## config.mk

```make
export PLATFORM = sky130hd
export DESIGN_NAME = triple_comparator_event_control
export DESIGN_NICKNAME = d
export VERILOG_FILES = /design/src/hdl/triple_comparator_event_control.v /design/src/hdl/compare_channel.v /design/src/hdl/mask_source_mux.v
export VERILOG_INCLUDE_DIRS = /design/src /design/src/hdl
export SDC_FILE = /design/constraint.sdc
export NUM_CORES = 1
export LEC_CHECK = 0
export CORE_ASPECT_RATIO = 0.7
export CORE_UTILIZATION = 50
export DETAILED_ROUTE_END_ITERATION = 10
export DONT_BUFFER_PORTS = 1
export HOLD_SLACK_MARGIN = 0.1
export PLACE_DENSITY_LB_ADDON = 0.12
export RECOVER_POWER = 25
export SLEW_MARGIN = 20
export SYNTH_ARGS = -nofsm -noshare
export SYNTH_HDL_FRONTEND = slang
export SYNTH_SLANG_ARGS = --single-unit
export TNS_END_PERCENT = 50
```

## constraint.sdc

```tcl
create_clock -name pclk -period 2 [get_ports pclk]
set_input_delay 0.6 -clock pclk [delete_from_list [all_inputs] [get_ports pclk]]
set_output_delay 0.6 -clock pclk [all_outputs]
set_load 0.02 [all_outputs]
```

## src/hdl/comparator_regs.vh

```
// Register offsets, field positions and reset values of the triple comparator event control block.
// Assumes a 32-bit APB slave port; every register is one aligned word, data in the low 16 bits.
`ifndef COMPARATOR_REGS_VH
`define COMPARATOR_REGS_VH

// ****************************************************************
// Offsets
// ****************************************************************
`define CMP_SUMMARY_OFF   12'h000
`define CMP_SETUP_BASE    12'h004
`define CMP_SOURCE_BASE   12'h008
`define CMP_CH_STRIDE     12'h008

// ****************************************************************
// Fields
// ****************************************************************
`define CMP_IDLE_HALT_BIT 15
`define CMP_EVT_LSB       8
`define CMP_RES_LSB       0
`define CMP_ON_BIT        15
`define CMP_PIN_BIT       14
`define CMP_INV_BIT       13
`define CMP_EVENT_BIT     9
`define CMP_RESULT_BIT    8
`define CMP_EDGE_HI       7
`define CMP_EDGE_LO       6
`define CMP_PLUS_BIT      4
`define CMP_MINUS_HI      1
`define CMP_MINUS_LO      0
`define CMP_SRC_C_LSB     8
`define CMP_SRC_B_LSB     4
`define CMP_SRC_A_LSB     0

// ****************************************************************
// Write masks and reset values
// ****************************************************************
`define CMP_SUMMARY_WMASK 16'h8000
`define CMP_SETUP_WMASK   16'he2d3
`define CMP_SOURCE_WMASK  16'h0fff
`define CMP_RESET_VALUE   16'h0000

// ****************************************************************
// Edge select codes
// ****************************************************************
`define CMP_EDGE_NONE     2'b00
`define CMP_EDGE_RISE     2'b01
`define CMP_EDGE_FALL     2'b10
`define CMP_EDGE_ANY      2'b11

`endif

```

## src/hdl/triple_comparator_event_control.v

```verilog
// Top of the triple comparator event control: APB register file and three comparator channels.
// Assumes idle_mode and the PWM outputs come from logic on pclk; comparator outputs are asynchronous.
//
// Implementation choices: the APB slave port and the register addresses.
`timescale 1ns/1ps
`default_nettype none
`include "comparator_regs.vh"
module triple_comparator_event_control (
	input  wire        pclk,
	input  wire        presetn,
	input  wire        psel,
	input  wire        penable,
	input  wire        pwrite,
	input  wire [11:0] paddr,
	input  wire [31:0] pwdata,
	output reg  [31:0] prdata,
	output reg         pready,
	output reg         pslverr,
	input  wire        idle_mode,
	input  wire [2:0]  raw_result,
	input  wire        pwm_low_one,
	input  wire        pwm_high_one,
	input  wire        pwm_low_two,
	input  wire        pwm_high_two,
	input  wire        pwm_low_three,
	input  wire        pwm_high_three,
	output reg  [2:0]  comparator_on,
	output reg  [2:0]  plus_select,
	output reg  [5:0]  minus_select,
	output reg  [2:0]  result_pin,
	output reg  [2:0]  result_pin_oe,
	output reg  [2:0]  event_irq,
	output reg  [2:0]  mask_a,
	output reg  [2:0]  mask_b,
	output reg  [2:0]  mask_c
);

	// ****************************************************************
	// Address decode
	// ****************************************************************
	function addr_is;
		input [11:0] addr;
		input [11:0] off;
		begin
			addr_is = (addr[11:2] == off[11:2]);
		end
	endfunction

	wire        setup_phase;
	wire        access_done;
	wire        wr_now;
	wire [5:0]  pwm_bus;
	wire [47:0] setup_w;
	wire [47:0] source_w;
	wire [2:0]  result_w;
	wire [2:0]  hit_w;
	wire [2:0]  active_w;
	wire [2:0]  sel_setup_w;
	wire [2:0]  sel_source_w;
	wire [2:0]  mask_a_w;
	wire [2:0]  mask_b_w;
	wire [2:0]  mask_c_w;
	wire        sel_summary;
	wire        mapped;
	wire [15:0] summary_w;
	reg  [15:0] summary_q;
	reg  [15:0] summary_d;
	reg  [15:0] read_word;

	assign setup_phase = psel & ~penable;
	assign access_done = psel & penable & pready;
	assign wr_now      = access_done & pwrite;
	assign pwm_bus     = {pwm_high_three, pwm_low_three, pwm_high_two, pwm_low_two, pwm_high_one, pwm_low_one};
	assign sel_summary = addr_is(paddr, `CMP_SUMMARY_OFF);
	assign mapped      = sel_summary | (|sel_setup_w) | (|sel_source_w);

	// ****************************************************************
	// Shared summary register
	// ****************************************************************
	// Only the idle halt bit is stored; the event and result bits are live mirrors
	always @* begin
		summary_d = summary_q;
		if (wr_now && sel_summary) begin
			summary_d = pwdata[15:0] & `CMP_SUMMARY_WMASK;
		end
	end

	always @(posedge pclk or negedge presetn) begin
		if (!presetn) begin
			summary_q <= `CMP_RESET_VALUE;
		end else begin
			summary_q <= summary_d;
		end
	end

	assign summary_w = {summary_q[15:11],
		setup_w[32+`CMP_EVENT_BIT], setup_w[16+`CMP_EVENT_BIT], setup_w[`CMP_EVENT_BIT],
		5'h00,
		setup_w[32+`CMP_RESULT_BIT], setup_w[16+`CMP_RESULT_BIT], setup_w[`CMP_RESULT_BIT]};

	// ****************************************************************
	// Per-comparator registers and channels
	// ****************************************************************
	genvar i;
	generate
		for (i = 0; i < 3; i = i + 1) begin : ch
			reg  [15:0] setup_q;
			reg  [15:0] setup_d;
			reg  [15:0] source_q;
			reg  [15:0] source_d;
			wire [11:0] setup_off;
			wire [11:0] source_off;
			// Offsets are worked out at full integer width, then cut to the bus width
			localparam [31:0] setup_sum  = `CMP_SETUP_BASE + `CMP_CH_STRIDE * i;
			localparam [31:0] source_sum = `CMP_SOURCE_BASE + `CMP_CH_STRIDE * i;

			assign setup_off       = setup_sum[11:0];
			assign source_off      = source_sum[11:0];
			assign sel_setup_w[i]  = addr_is(paddr, setup_off);
			assign sel_source_w[i] = addr_is(paddr, source_off);

			// A halted comparator behaves as disabled until Idle ends
			assign active_w[i] = setup_q[`CMP_ON_BIT]
				& ~(summary_q[`CMP_IDLE_HALT_BIT] & idle_mode);

			compare_channel u_chan (
				.pclk     (pclk),
				.presetn  (presetn),
				.raw_in   (raw_result[i]),
				.active   (active_w[i]),
				.invert   (setup_q[`CMP_INV_BIT]),
				.edge_sel (setup_q[`CMP_EDGE_HI:`CMP_EDGE_LO]),
				.blocked  (setup_q[`CMP_EVENT_BIT]),
				.result_q (result_w[i]),
				.edge_hit (hit_w[i])
			);

			always @* begin
				setup_d = setup_q;
				if (wr_now && sel_setup_w[i]) begin
					// Writing zero to the event bit re-arms the comparator
					setup_d = (pwdata[15:0] & `CMP_SETUP_WMASK)
						| (setup_q & ~`CMP_SETUP_WMASK);
				end
				setup_d[`CMP_RESULT_BIT] = result_w[i];
				// Set wins over a clearing write in the same cycle
				if (hit_w[i]) begin
					setup_d[`CMP_EVENT_BIT] = 1'b1;
				end
			end

			always @* begin
				source_d = source_q;
				if (wr_now && sel_source_w[i]) begin
					source_d = pwdata[15:0] & `CMP_SOURCE_WMASK;
				end
			end

			always @(posedge pclk or negedge presetn) begin
				if (!presetn) begin
					setup_q  <= `CMP_RESET_VALUE;
					source_q <= `CMP_RESET_VALUE;
				end else begin
					setup_q  <= setup_d;
					source_q <= source_d;
				end
			end

			mask_source_mux u_mask_c (
				.pwm_in   (pwm_bus),
				.code     (source_q[`CMP_SRC_C_LSB+3:`CMP_SRC_C_LSB]),
				.mask_out (mask_c_w[i])
			);

			mask_source_mux u_mask_b (
				.pwm_in   (pwm_bus),
				.code     (source_q[`CMP_SRC_B_LSB+3:`CMP_SRC_B_LSB]),
				.mask_out (mask_b_w[i])
			);

			mask_source_mux u_mask_a (
				.pwm_in   (pwm_bus),
				.code     (source_q[`CMP_SRC_A_LSB+3:`CMP_SRC_A_LSB]),
				.mask_out (mask_a_w[i])
			);

			assign setup_w[16*i +: 16]  = setup_q;
			assign source_w[16*i +: 16] = source_q;
		end
	endgenerate

	// ****************************************************************
	// Outputs toward the analog side and the PWM blanking logic
	// ****************************************************************
	always @(posedge pclk or negedge presetn) begin
		if (!presetn) begin
			comparator_on <= 3'h0;
			plus_select   <= 3'h0;
			minus_select  <= 6'h00;
			result_pin    <= 3'h0;
			result_pin_oe <= 3'h0;
			event_irq     <= 3'h0;
			mask_a        <= 3'h0;
			mask_b        <= 3'h0;
			mask_c        <= 3'h0;
		end else begin
			comparator_on <= active_w;
			plus_select   <= {setup_w[32+`CMP_PLUS_BIT], setup_w[16+`CMP_PLUS_BIT],
				setup_w[`CMP_PLUS_BIT]};
			minus_select  <= {setup_w[33:32], setup_w[17:16], setup_w[1:0]};
			result_pin_oe <= {setup_w[32+`CMP_PIN_BIT], setup_w[16+`CMP_PIN_BIT],
				setup_w[`CMP_PIN_BIT]};
			result_pin    <= result_w & {setup_w[32+`CMP_PIN_BIT], setup_w[16+`CMP_PIN_BIT],
				setup_w[`CMP_PIN_BIT]};
			event_irq     <= hit_w;
			mask_a        <= mask_a_w;
			mask_b        <= mask_b_w;
			mask_c        <= mask_c_w;
		end
	end

	// ****************************************************************
	// APB slave
	// ****************************************************************
	// Read data are captured in the setup cycle; an event landing in the access cycle shows on the next read
	always @* begin
		read_word = 16'h0000;
		if (sel_summary) begin
			read_word = summary_w;
		end else if (sel_setup_w[0]) begin
			read_word = setup_w[15:0];
		end else if (sel_setup_w[1]) begin
			read_word = setup_w[31:16];
		end else if (sel_setup_w[2]) begin
			read_word = setup_w[47:32];
		end else if (sel_source_w[0]) begin
			read_word = source_w[15:0];
		end else if (sel_source_w[1]) begin
			read_word = source_w[31:16];
		end else if (sel_source_w[2]) begin
			read_word = source_w[47:32];
		end
	end

	always @(posedge pclk or negedge presetn) begin
		if (!presetn) begin
			prdata  <= 32'h00000000;
			pready  <= 1'b0;
			pslverr <= 1'b0;
		end else begin
			pready <= setup_phase;
			if (setup_phase) begin
				prdata  <= pwrite ? 32'h00000000 : {16'h0000, read_word};
				pslverr <= ~mapped;
			end else if (access_done) begin
				prdata  <= 32'h00000000;
				pslverr <= 1'b0;
			end
		end
	end
endmodule
`default_nettype wire

```

## src/hdl/compare_channel.v

```verilog
// One comparator's digital side: result synchroniser, polarity and edge detection.
// Assumes raw_in comes straight from an analog front end, asynchronous to pclk.
`timescale 1ns/1ps
`default_nettype none
`include "comparator_regs.vh"
module compare_channel (
	input  wire       pclk,
	input  wire       presetn,
	input  wire       raw_in,
	input  wire       active,
	input  wire       invert,
	input  wire [1:0] edge_sel,
	input  wire       blocked,
	output reg        result_q,
	output reg        edge_hit
);
	reg  sync1_q;
	reg  sync2_q;
	wire result_d;

	// ****************************************************************
	// Synchroniser and adjusted result
	// ****************************************************************
	// Held at zero while inactive, so enabling may itself give a rising edge
	assign result_d = active & (sync2_q ^ invert);

	always @(posedge pclk or negedge presetn) begin
		if (!presetn) begin
			sync1_q  <= 1'b0;
			sync2_q  <= 1'b0;
			result_q <= 1'b0;
		end else begin
			sync1_q  <= raw_in;
			sync2_q  <= sync1_q;
			result_q <= result_d;
		end
	end

	// ****************************************************************
	// Edge detection
	// ****************************************************************
	always @* begin
		edge_hit = 1'b0;
		if (active && !blocked) begin
			case (edge_sel)
				`CMP_EDGE_ANY:  edge_hit = result_d ^ result_q;
				`CMP_EDGE_FALL: edge_hit = result_q & ~result_d;
				`CMP_EDGE_RISE: edge_hit = result_d & ~result_q;
				default:        edge_hit = 1'b0;
			endcase
		end
	end
endmodule
`default_nettype wire

```

## src/hdl/mask_source_mux.v

```verilog
// Picks one of six PWM outputs for a blanking mask input.
// Assumes the PWM outputs are generated on pclk.
`timescale 1ns/1ps
`default_nettype none
module mask_source_mux (
	input  wire [5:0] pwm_in,
	input  wire [3:0] code,
	output reg        mask_out
);
	// pwm_in order: low one, high one, low two, high two, low three, high three
	always @* begin
		case (code)
			4'h0:    mask_out = pwm_in[0];
			4'h1:    mask_out = pwm_in[1];
			4'h2:    mask_out = pwm_in[2];
			4'h3:    mask_out = pwm_in[3];
			4'h4:    mask_out = pwm_in[4];
			4'h5:    mask_out = pwm_in[5];
			default: mask_out = 1'b0;
		endcase
	end
endmodule
`default_nettype wire

```

Word-level counts from Yosys, hierarchy flattened
Cells that the tools add are included.
{"block": "totals", "regBits": 158, "in_bits": 59, "out_inout_bits": 64, "elab_cells": 194}
{"block": "classes", "n_eq_ne": 60, "mux": 33, "bitwise": 38, "reduce_logical": 29}
{"cell": "16-bit 2-to-1 mux", "n": 5}
{"cell": "4-bit by 2-bit == test with 1-bit output (second input constant)", "n": 18}
{"cell": "4-bit by 3-bit == test with 1-bit output (second input constant)", "n": 18}
{"cell": "32-bit 2-to-1 mux", "n": 2}
{"cell": "1-bit case mux with 6 select lines", "n": 9}
{"cell": "16-bit by 13-bit bitwise OR with 16-bit output", "n": 3}
{"cell": "4-bit by 1-bit == test with 1-bit output (second input constant)", "n": 9}
{"cell": "4-bit logical NOT", "n": 9}
{"cell": "12-bit 2-to-1 mux", "n": 3}
{"cell": "10-bit by 3-bit == test with 1-bit output (second input constant)", "n": 3}
{"cell": "10-bit 2-to-1 mux", "n": 3}
{"cell": "10-bit by 2-bit == test with 1-bit output (second input constant)", "n": 2}
{"cell": "1-bit bitwise AND", "n": 17}
{"cell": "2-bit == test (second input constant)", "n": 6}
{"cell": "10-bit by 1-bit == test with 1-bit output (second input constant)", "n": 1}
{"cell": "1-bit logical AND", "n": 10}
{"cell": "10-bit logical NOT", "n": 1}
{"cell": "1-bit NOT", "n": 9}
{"cell": "1-bit case mux with 3 select lines", "n": 3}
{"cell": "1-bit 2-to-1 mux", "n": 8}
{"cell": "2-bit nonzero test", "n": 4}
{"cell": "2-bit by 1-bit == test with 1-bit output (second input constant)", "n": 3}
{"cell": "3-bit OR reduction", "n": 2}
{"cell": "1-bit bitwise XOR", "n": 6}
{"cell": "3 further kinds", "n": 6}

Depth between registers and ports, before layout
{"block": "depth", "ltp_word": 10, "depth_mapped": 7}

Modules after synthesis
A second synthesis with hierarchy kept.
{"block": "hier_totals", "cells_unflattened": 479, "hier_area_um2": 5929.4}
{"module": "triple_comparator_event_control", "instances": 1, "cells_per_inst": 383, "area_each_um2": 4938.5, "seq_area_each_um2": 2877.8}
{"module": "mask_source_mux", "instances": 9, "cells_per_inst": 6, "area_each_um2": 60.1, "seq_area_each_um2": 0.0}
{"module": "compare_channel", "instances": 3, "cells_per_inst": 14, "area_each_um2": 150.1, "seq_area_each_um2": 75.1}

Worst setup path before layout
Ideal clock, no wire load.
{"block": "synth_path", "path_type": "input port to flip-flop", "from": "input paddr[7]", "to": "register ch[2].source_q[10]", "arrival_ns": 2.268, "setup_slack_ns": -0.395, "cell_stages": 6, "cell_sequence": "or4_1 buf_6 nor3_4 and3_1 buf_6 mux2_1"}
{"block": "synth_via", "elab_chain_len": 2}
{"element": "start: declaration", "line_no": "triple_comparator_event_control.v:14", "source": "input wire [11:0] paddr,"}
{"element": "10-bit by 3-bit == test with 1-bit output", "line_no": "triple_comparator_event_control.v:45", "source": "addr_is = (addr[11:2] == off[11:2]);"}
{"element": "1-bit logical AND", "line_no": "triple_comparator_event_control.v:154", "source": "if (wr_now && sel_source_w[i]) begin"}
{"element": "end signal: assignment", "line_no": "triple_comparator_event_control.v:162", "source": "source_q <= `CMP_RESET_VALUE;"}
{"element": "end signal: assignment", "line_no": "triple_comparator_event_control.v:165", "source": "source_q <= source_d;"}
{"element": "end: declaration", "line_no": "triple_comparator_event_control.v:109", "source": "reg [15:0] source_q;"}
No other way between the ends.
A chain may end at the register's enable or synchronous reset.

Worst setup path in the final report
{"block": "layout_path", "from": "input paddr[11]", "to": "register ch[1].setup_q[4]"}
{"block": "layout_via", "elab_chain_len": 2}
{"element": "10-bit by 2-bit == test with 1-bit output", "line_no": "triple_comparator_event_control.v:45"}
{"element": "1-bit logical AND", "line_no": "triple_comparator_event_control.v:140", "source": "if (wr_now && sel_setup_w[i]) begin"}
{"element": "end signal: assignment", "line_no": "triple_comparator_event_control.v:161", "source": "setup_q <= `CMP_RESET_VALUE;"}
{"element": "end signal: assignment", "line_no": "triple_comparator_event_control.v:164", "source": "setup_q <= setup_d;"}
{"element": "end: declaration", "line_no": "triple_comparator_event_control.v:107", "source": "reg [15:0] setup_q;"}
No other way between the ends.

==> metrics <==
Net Sw Power 1.19 mW; switching share of power between 20% and 30%; Comb pwr share 3.1%; P_leak 3.25 nW; Hold Fails Final Rpt around 120; GRT Overall Usage 25.6%; mapped cell area 0.00583 mm^2; DR vias around 3,800; setup tns final 0 ns; status finished with violations; Final Skew 0.00946 ns; Critical Path Source Type primary input; synthesized area per cell 12.8 um^2; Post-DP HPWL ~9.6 mm; # diodes 0; RSZ-0062 raised after global routing no; top cells by count, synth 124 x dfrtp_1, 35 x mux2_2, 28 x nor2_1; largest net degree at the start of global routing 125; DRT antenna net count 0; final worst slack around 0.14 ns; reg2reg path depth 8; Non-Filler Instances 650; Seq pwr share 44.7%; CP Class in -> reg; layout cells sized above 1 28.2%; Die Span Y just over 90 um; max-cap viol count 0; Internal about 4.5 mW; gpl congestion 0.787; post-place setup slack -0.264 ns; period utilisation layout 92.9%; Post-route DRC 0; Top-Level Pins 123; achievable frequency roughly 540 MHz; Max clock buf depth 2; initial antenna violation count 0; final instance area between 0.006 and 0.007 mm^2; Final Max Tran Viols 0; grt total ovfl 0; Clock power frac 52.2%; Cell Pwr Density ~850 mW/mm^2; Layout area overhead 15.8%; Post-Syn Instances between 400 and 500; DIE AREA about 0.012 mm^2; vias in the first global route approximately 4,000; CTS tree yes; core area roughly 0.011 mm^2; VDD IR-drop max 0.597 mV; clock sink count between 100 and 150; DRT Pass-1 Iters 4; initial drt markers 247; Required @ worst endpoint 2.29 ns; Starting Density 52.2%; ys async rst share 100%; Post-Route WL 14.2 mm; H-tree levels 4; count leader, synth dfrtp_1; crit end category register; Seq/Total Area, Yosys 53.2%; Tmin final 1.86 ns; predominant post-synthesis flop cell dfrtp_1; main area contributors after synthesis dfrtp_1 53%, mux2_2 6.8%, mux2_4 5.1%; Clock Tree Root clkbuf_16; crit path DAT ~2.2 ns; Reg clk slew, reported paths 0.05 ns; Finish-stage setup viols 0; Routed WL per cell 21.9 um; Yosys reg bits 124; total CTS buffers 17; row cnt 32; first-pass GRT wire length approximately 22 mm; Power, Total 5.73 mW; Synth Warn # 0; number of port buffers 0; CP Max Fanout 10; Yosys top cell by area dfrtp_1; placed cell area 0.00616 mm^2; EDFF count, synth 0; Post-CTS Setup Inserts 0; post-synth top area share 53.2%; Hold Worst Slack -0.116 ns; Hold Path Class in -> async; placed insts about 620; Skew-Pair Late Insertion Delay 0.41 ns; violated checks negative hold slack; die width 131 um; drt via density just under 6; Final Net Count 550; Synth cell types 55; Layout Utilization roughly three fifths
-- what timing repair did --
item / in CTS / in global routing
endpoints found under the hold margin: 124 / 124
resized for setup: 0 / 2
endpoints found under the setup margin: 0 / 2
-- worst max-delay path, cell delays in order --
cell    delay, ns
or3_1        0.47
buf_4        0.23
nor4_4       0.31
buf_12       0.18
mux2_2       0.34
-- layer usage --
layer | routed length, um | GRT usage (%) | up-vias | part of all wire [%]
met3 | 1210 | 7.16 | 14 | 8.5
li1 | - | - | 1688 | -
met1 | 6700 | 38.2 | 1971 | 47
met4 | 147 | 8.33 | 0 | 1.0
met5 | 0 | 0 | - | 0
met2 | 6180 | 35.8 | 161 | 43
-- layout by cell type, fill, tap and decap left out, types with 2 or more instances in the layout --
| cell | Yosys | final |
|---|---|---|
| a211o_1 | 5 | 5 |
| a21oi_1 | 12 | 12 |
| a22o_1 | 3 | 3 |
| a22oi_1 | 7 | 7 |
| a311o_1 | 2 | 2 |
| a32o_1 | 6 | 6 |
| a32oi_1 | 3 | 3 |
| and2_1 | 4 | 4 |
| and3_1 | 8 | 7 |
| buf_12 | 0 | 3 |
| buf_4 | 17 | 29 |
| clkbuf_1 | 11 | 2 |
| clkbuf_16 | 0 | 17 |
| clkbuf_8 | 0 | 7 |
| clkinv_2 | 0 | 2 |
| clkinvlp_4 | 0 | 2 |
| conb_1 | 1 | 16 |
| dfrtp_1 | 124 | 124 |
| ha_1 | 6 | 6 |
| inv_1 | 14 | 14 |
| mux2_1 | 10 | 10 |
| mux2_2 | 35 | 28 |
| mux2_4 | 20 | 27 |
| mux2i_1 | 25 | 25 |
| mux4_2 | 11 | 11 |
| nand2_1 | 18 | 17 |
| nand2_2 | 1 | 2 |
| nand3_1 | 4 | 4 |
| nand3_2 | 2 | 2 |
| nand3b_1 | 2 | 2 |
| nand4b_1 | 3 | 3 |
| nor2_1 | 28 | 28 |
| nor2b_1 | 9 | 9 |
| nor3_1 | 3 | 3 |
| nor4_1 | 7 | 6 |
| o21ai_0 | 19 | 19 |
| o221ai_1 | 3 | 3 |
| o31ai_1 | 2 | 2 |
| xor2_1 | 3 | 3 |
-- final timing paths --
path	slack, ns	to	start
max reg2reg	0.17	ch[2].setup_q[9]	ch[2].setup_q[13]
max	0.14	ch[1].setup_q[4]	paddr[11]
min reg2reg	0.35	ch[2].u_chan.sync2_q	ch[2].u_chan.sync1_q
min in group pclk	0.21	ch[0].u_chan.sync1_q	raw_result[0]
max in group asynchronous	1.92	result_pin[1]	presetn
min	-0.12	mask_c[1]	presetn
-- area by class of cell --
class / instances / area, um^2
Inverter: 14 / 52.6
Timing Repair Buffer: 32 / 278
Clock inverter: 5 / 55.1
Tap cell: 153 / 191
Fill cell: 885 / 4420
Multi-Input combinational cell: 296 / 2550
Sequential cell: 124 / 3100
Clock buffer: 26 / 529
-- flip-flops by register name, indices dropped and copies added, names as in the netlist --
name                flops
mask_c                  3
ch.u_chan.sync1_q       3
result_pin_oe           3
ch.u_chan.result_q      3
prdata                 16
mask_a                  3
plus_select             3
ch.source_q            36
minus_select            6
result_pin              3
ch.setup_q             30
mask_b                  3
comparator_on           3
pready                  1
event_irq               3
summary_q               1
ch.u_chan.sync2_q       3
pslverr                 1
-- power by group through the flow --
| stage | clock network, mW | registers, mW | logic (mW) |
|---|---|---|---|
| after floorplan | 0 | 2.60 | 0.182 |
| after global placement | 0 | 2.60 | 0.174 |
| after detailed placement | 0 | 2.60 | 0.176 |
| after CTS | 3.02 | 2.56 | 0.177 |
| after global routing | 3.14 | 2.56 | 0.195 |
| final | 2.99 | 2.56 | 0.179 |
-- logic make-up (layout without fill, tap and decap cells) --
group,count (synthesis),after routing,synth area share (%)
other,1,16,0.0643
adders and majority gates,6,6,1.29
AOI/OAI and AO/OA,70,70,8.26
and+or+nand+nor,100,100,9.50
DFF,124,124,53.2
xor gates and xnor gates,3,3,0.451
buffers and inverters,50,77,4.87
muxes,101,101,22.4
(Power assumes the default switching activity.)
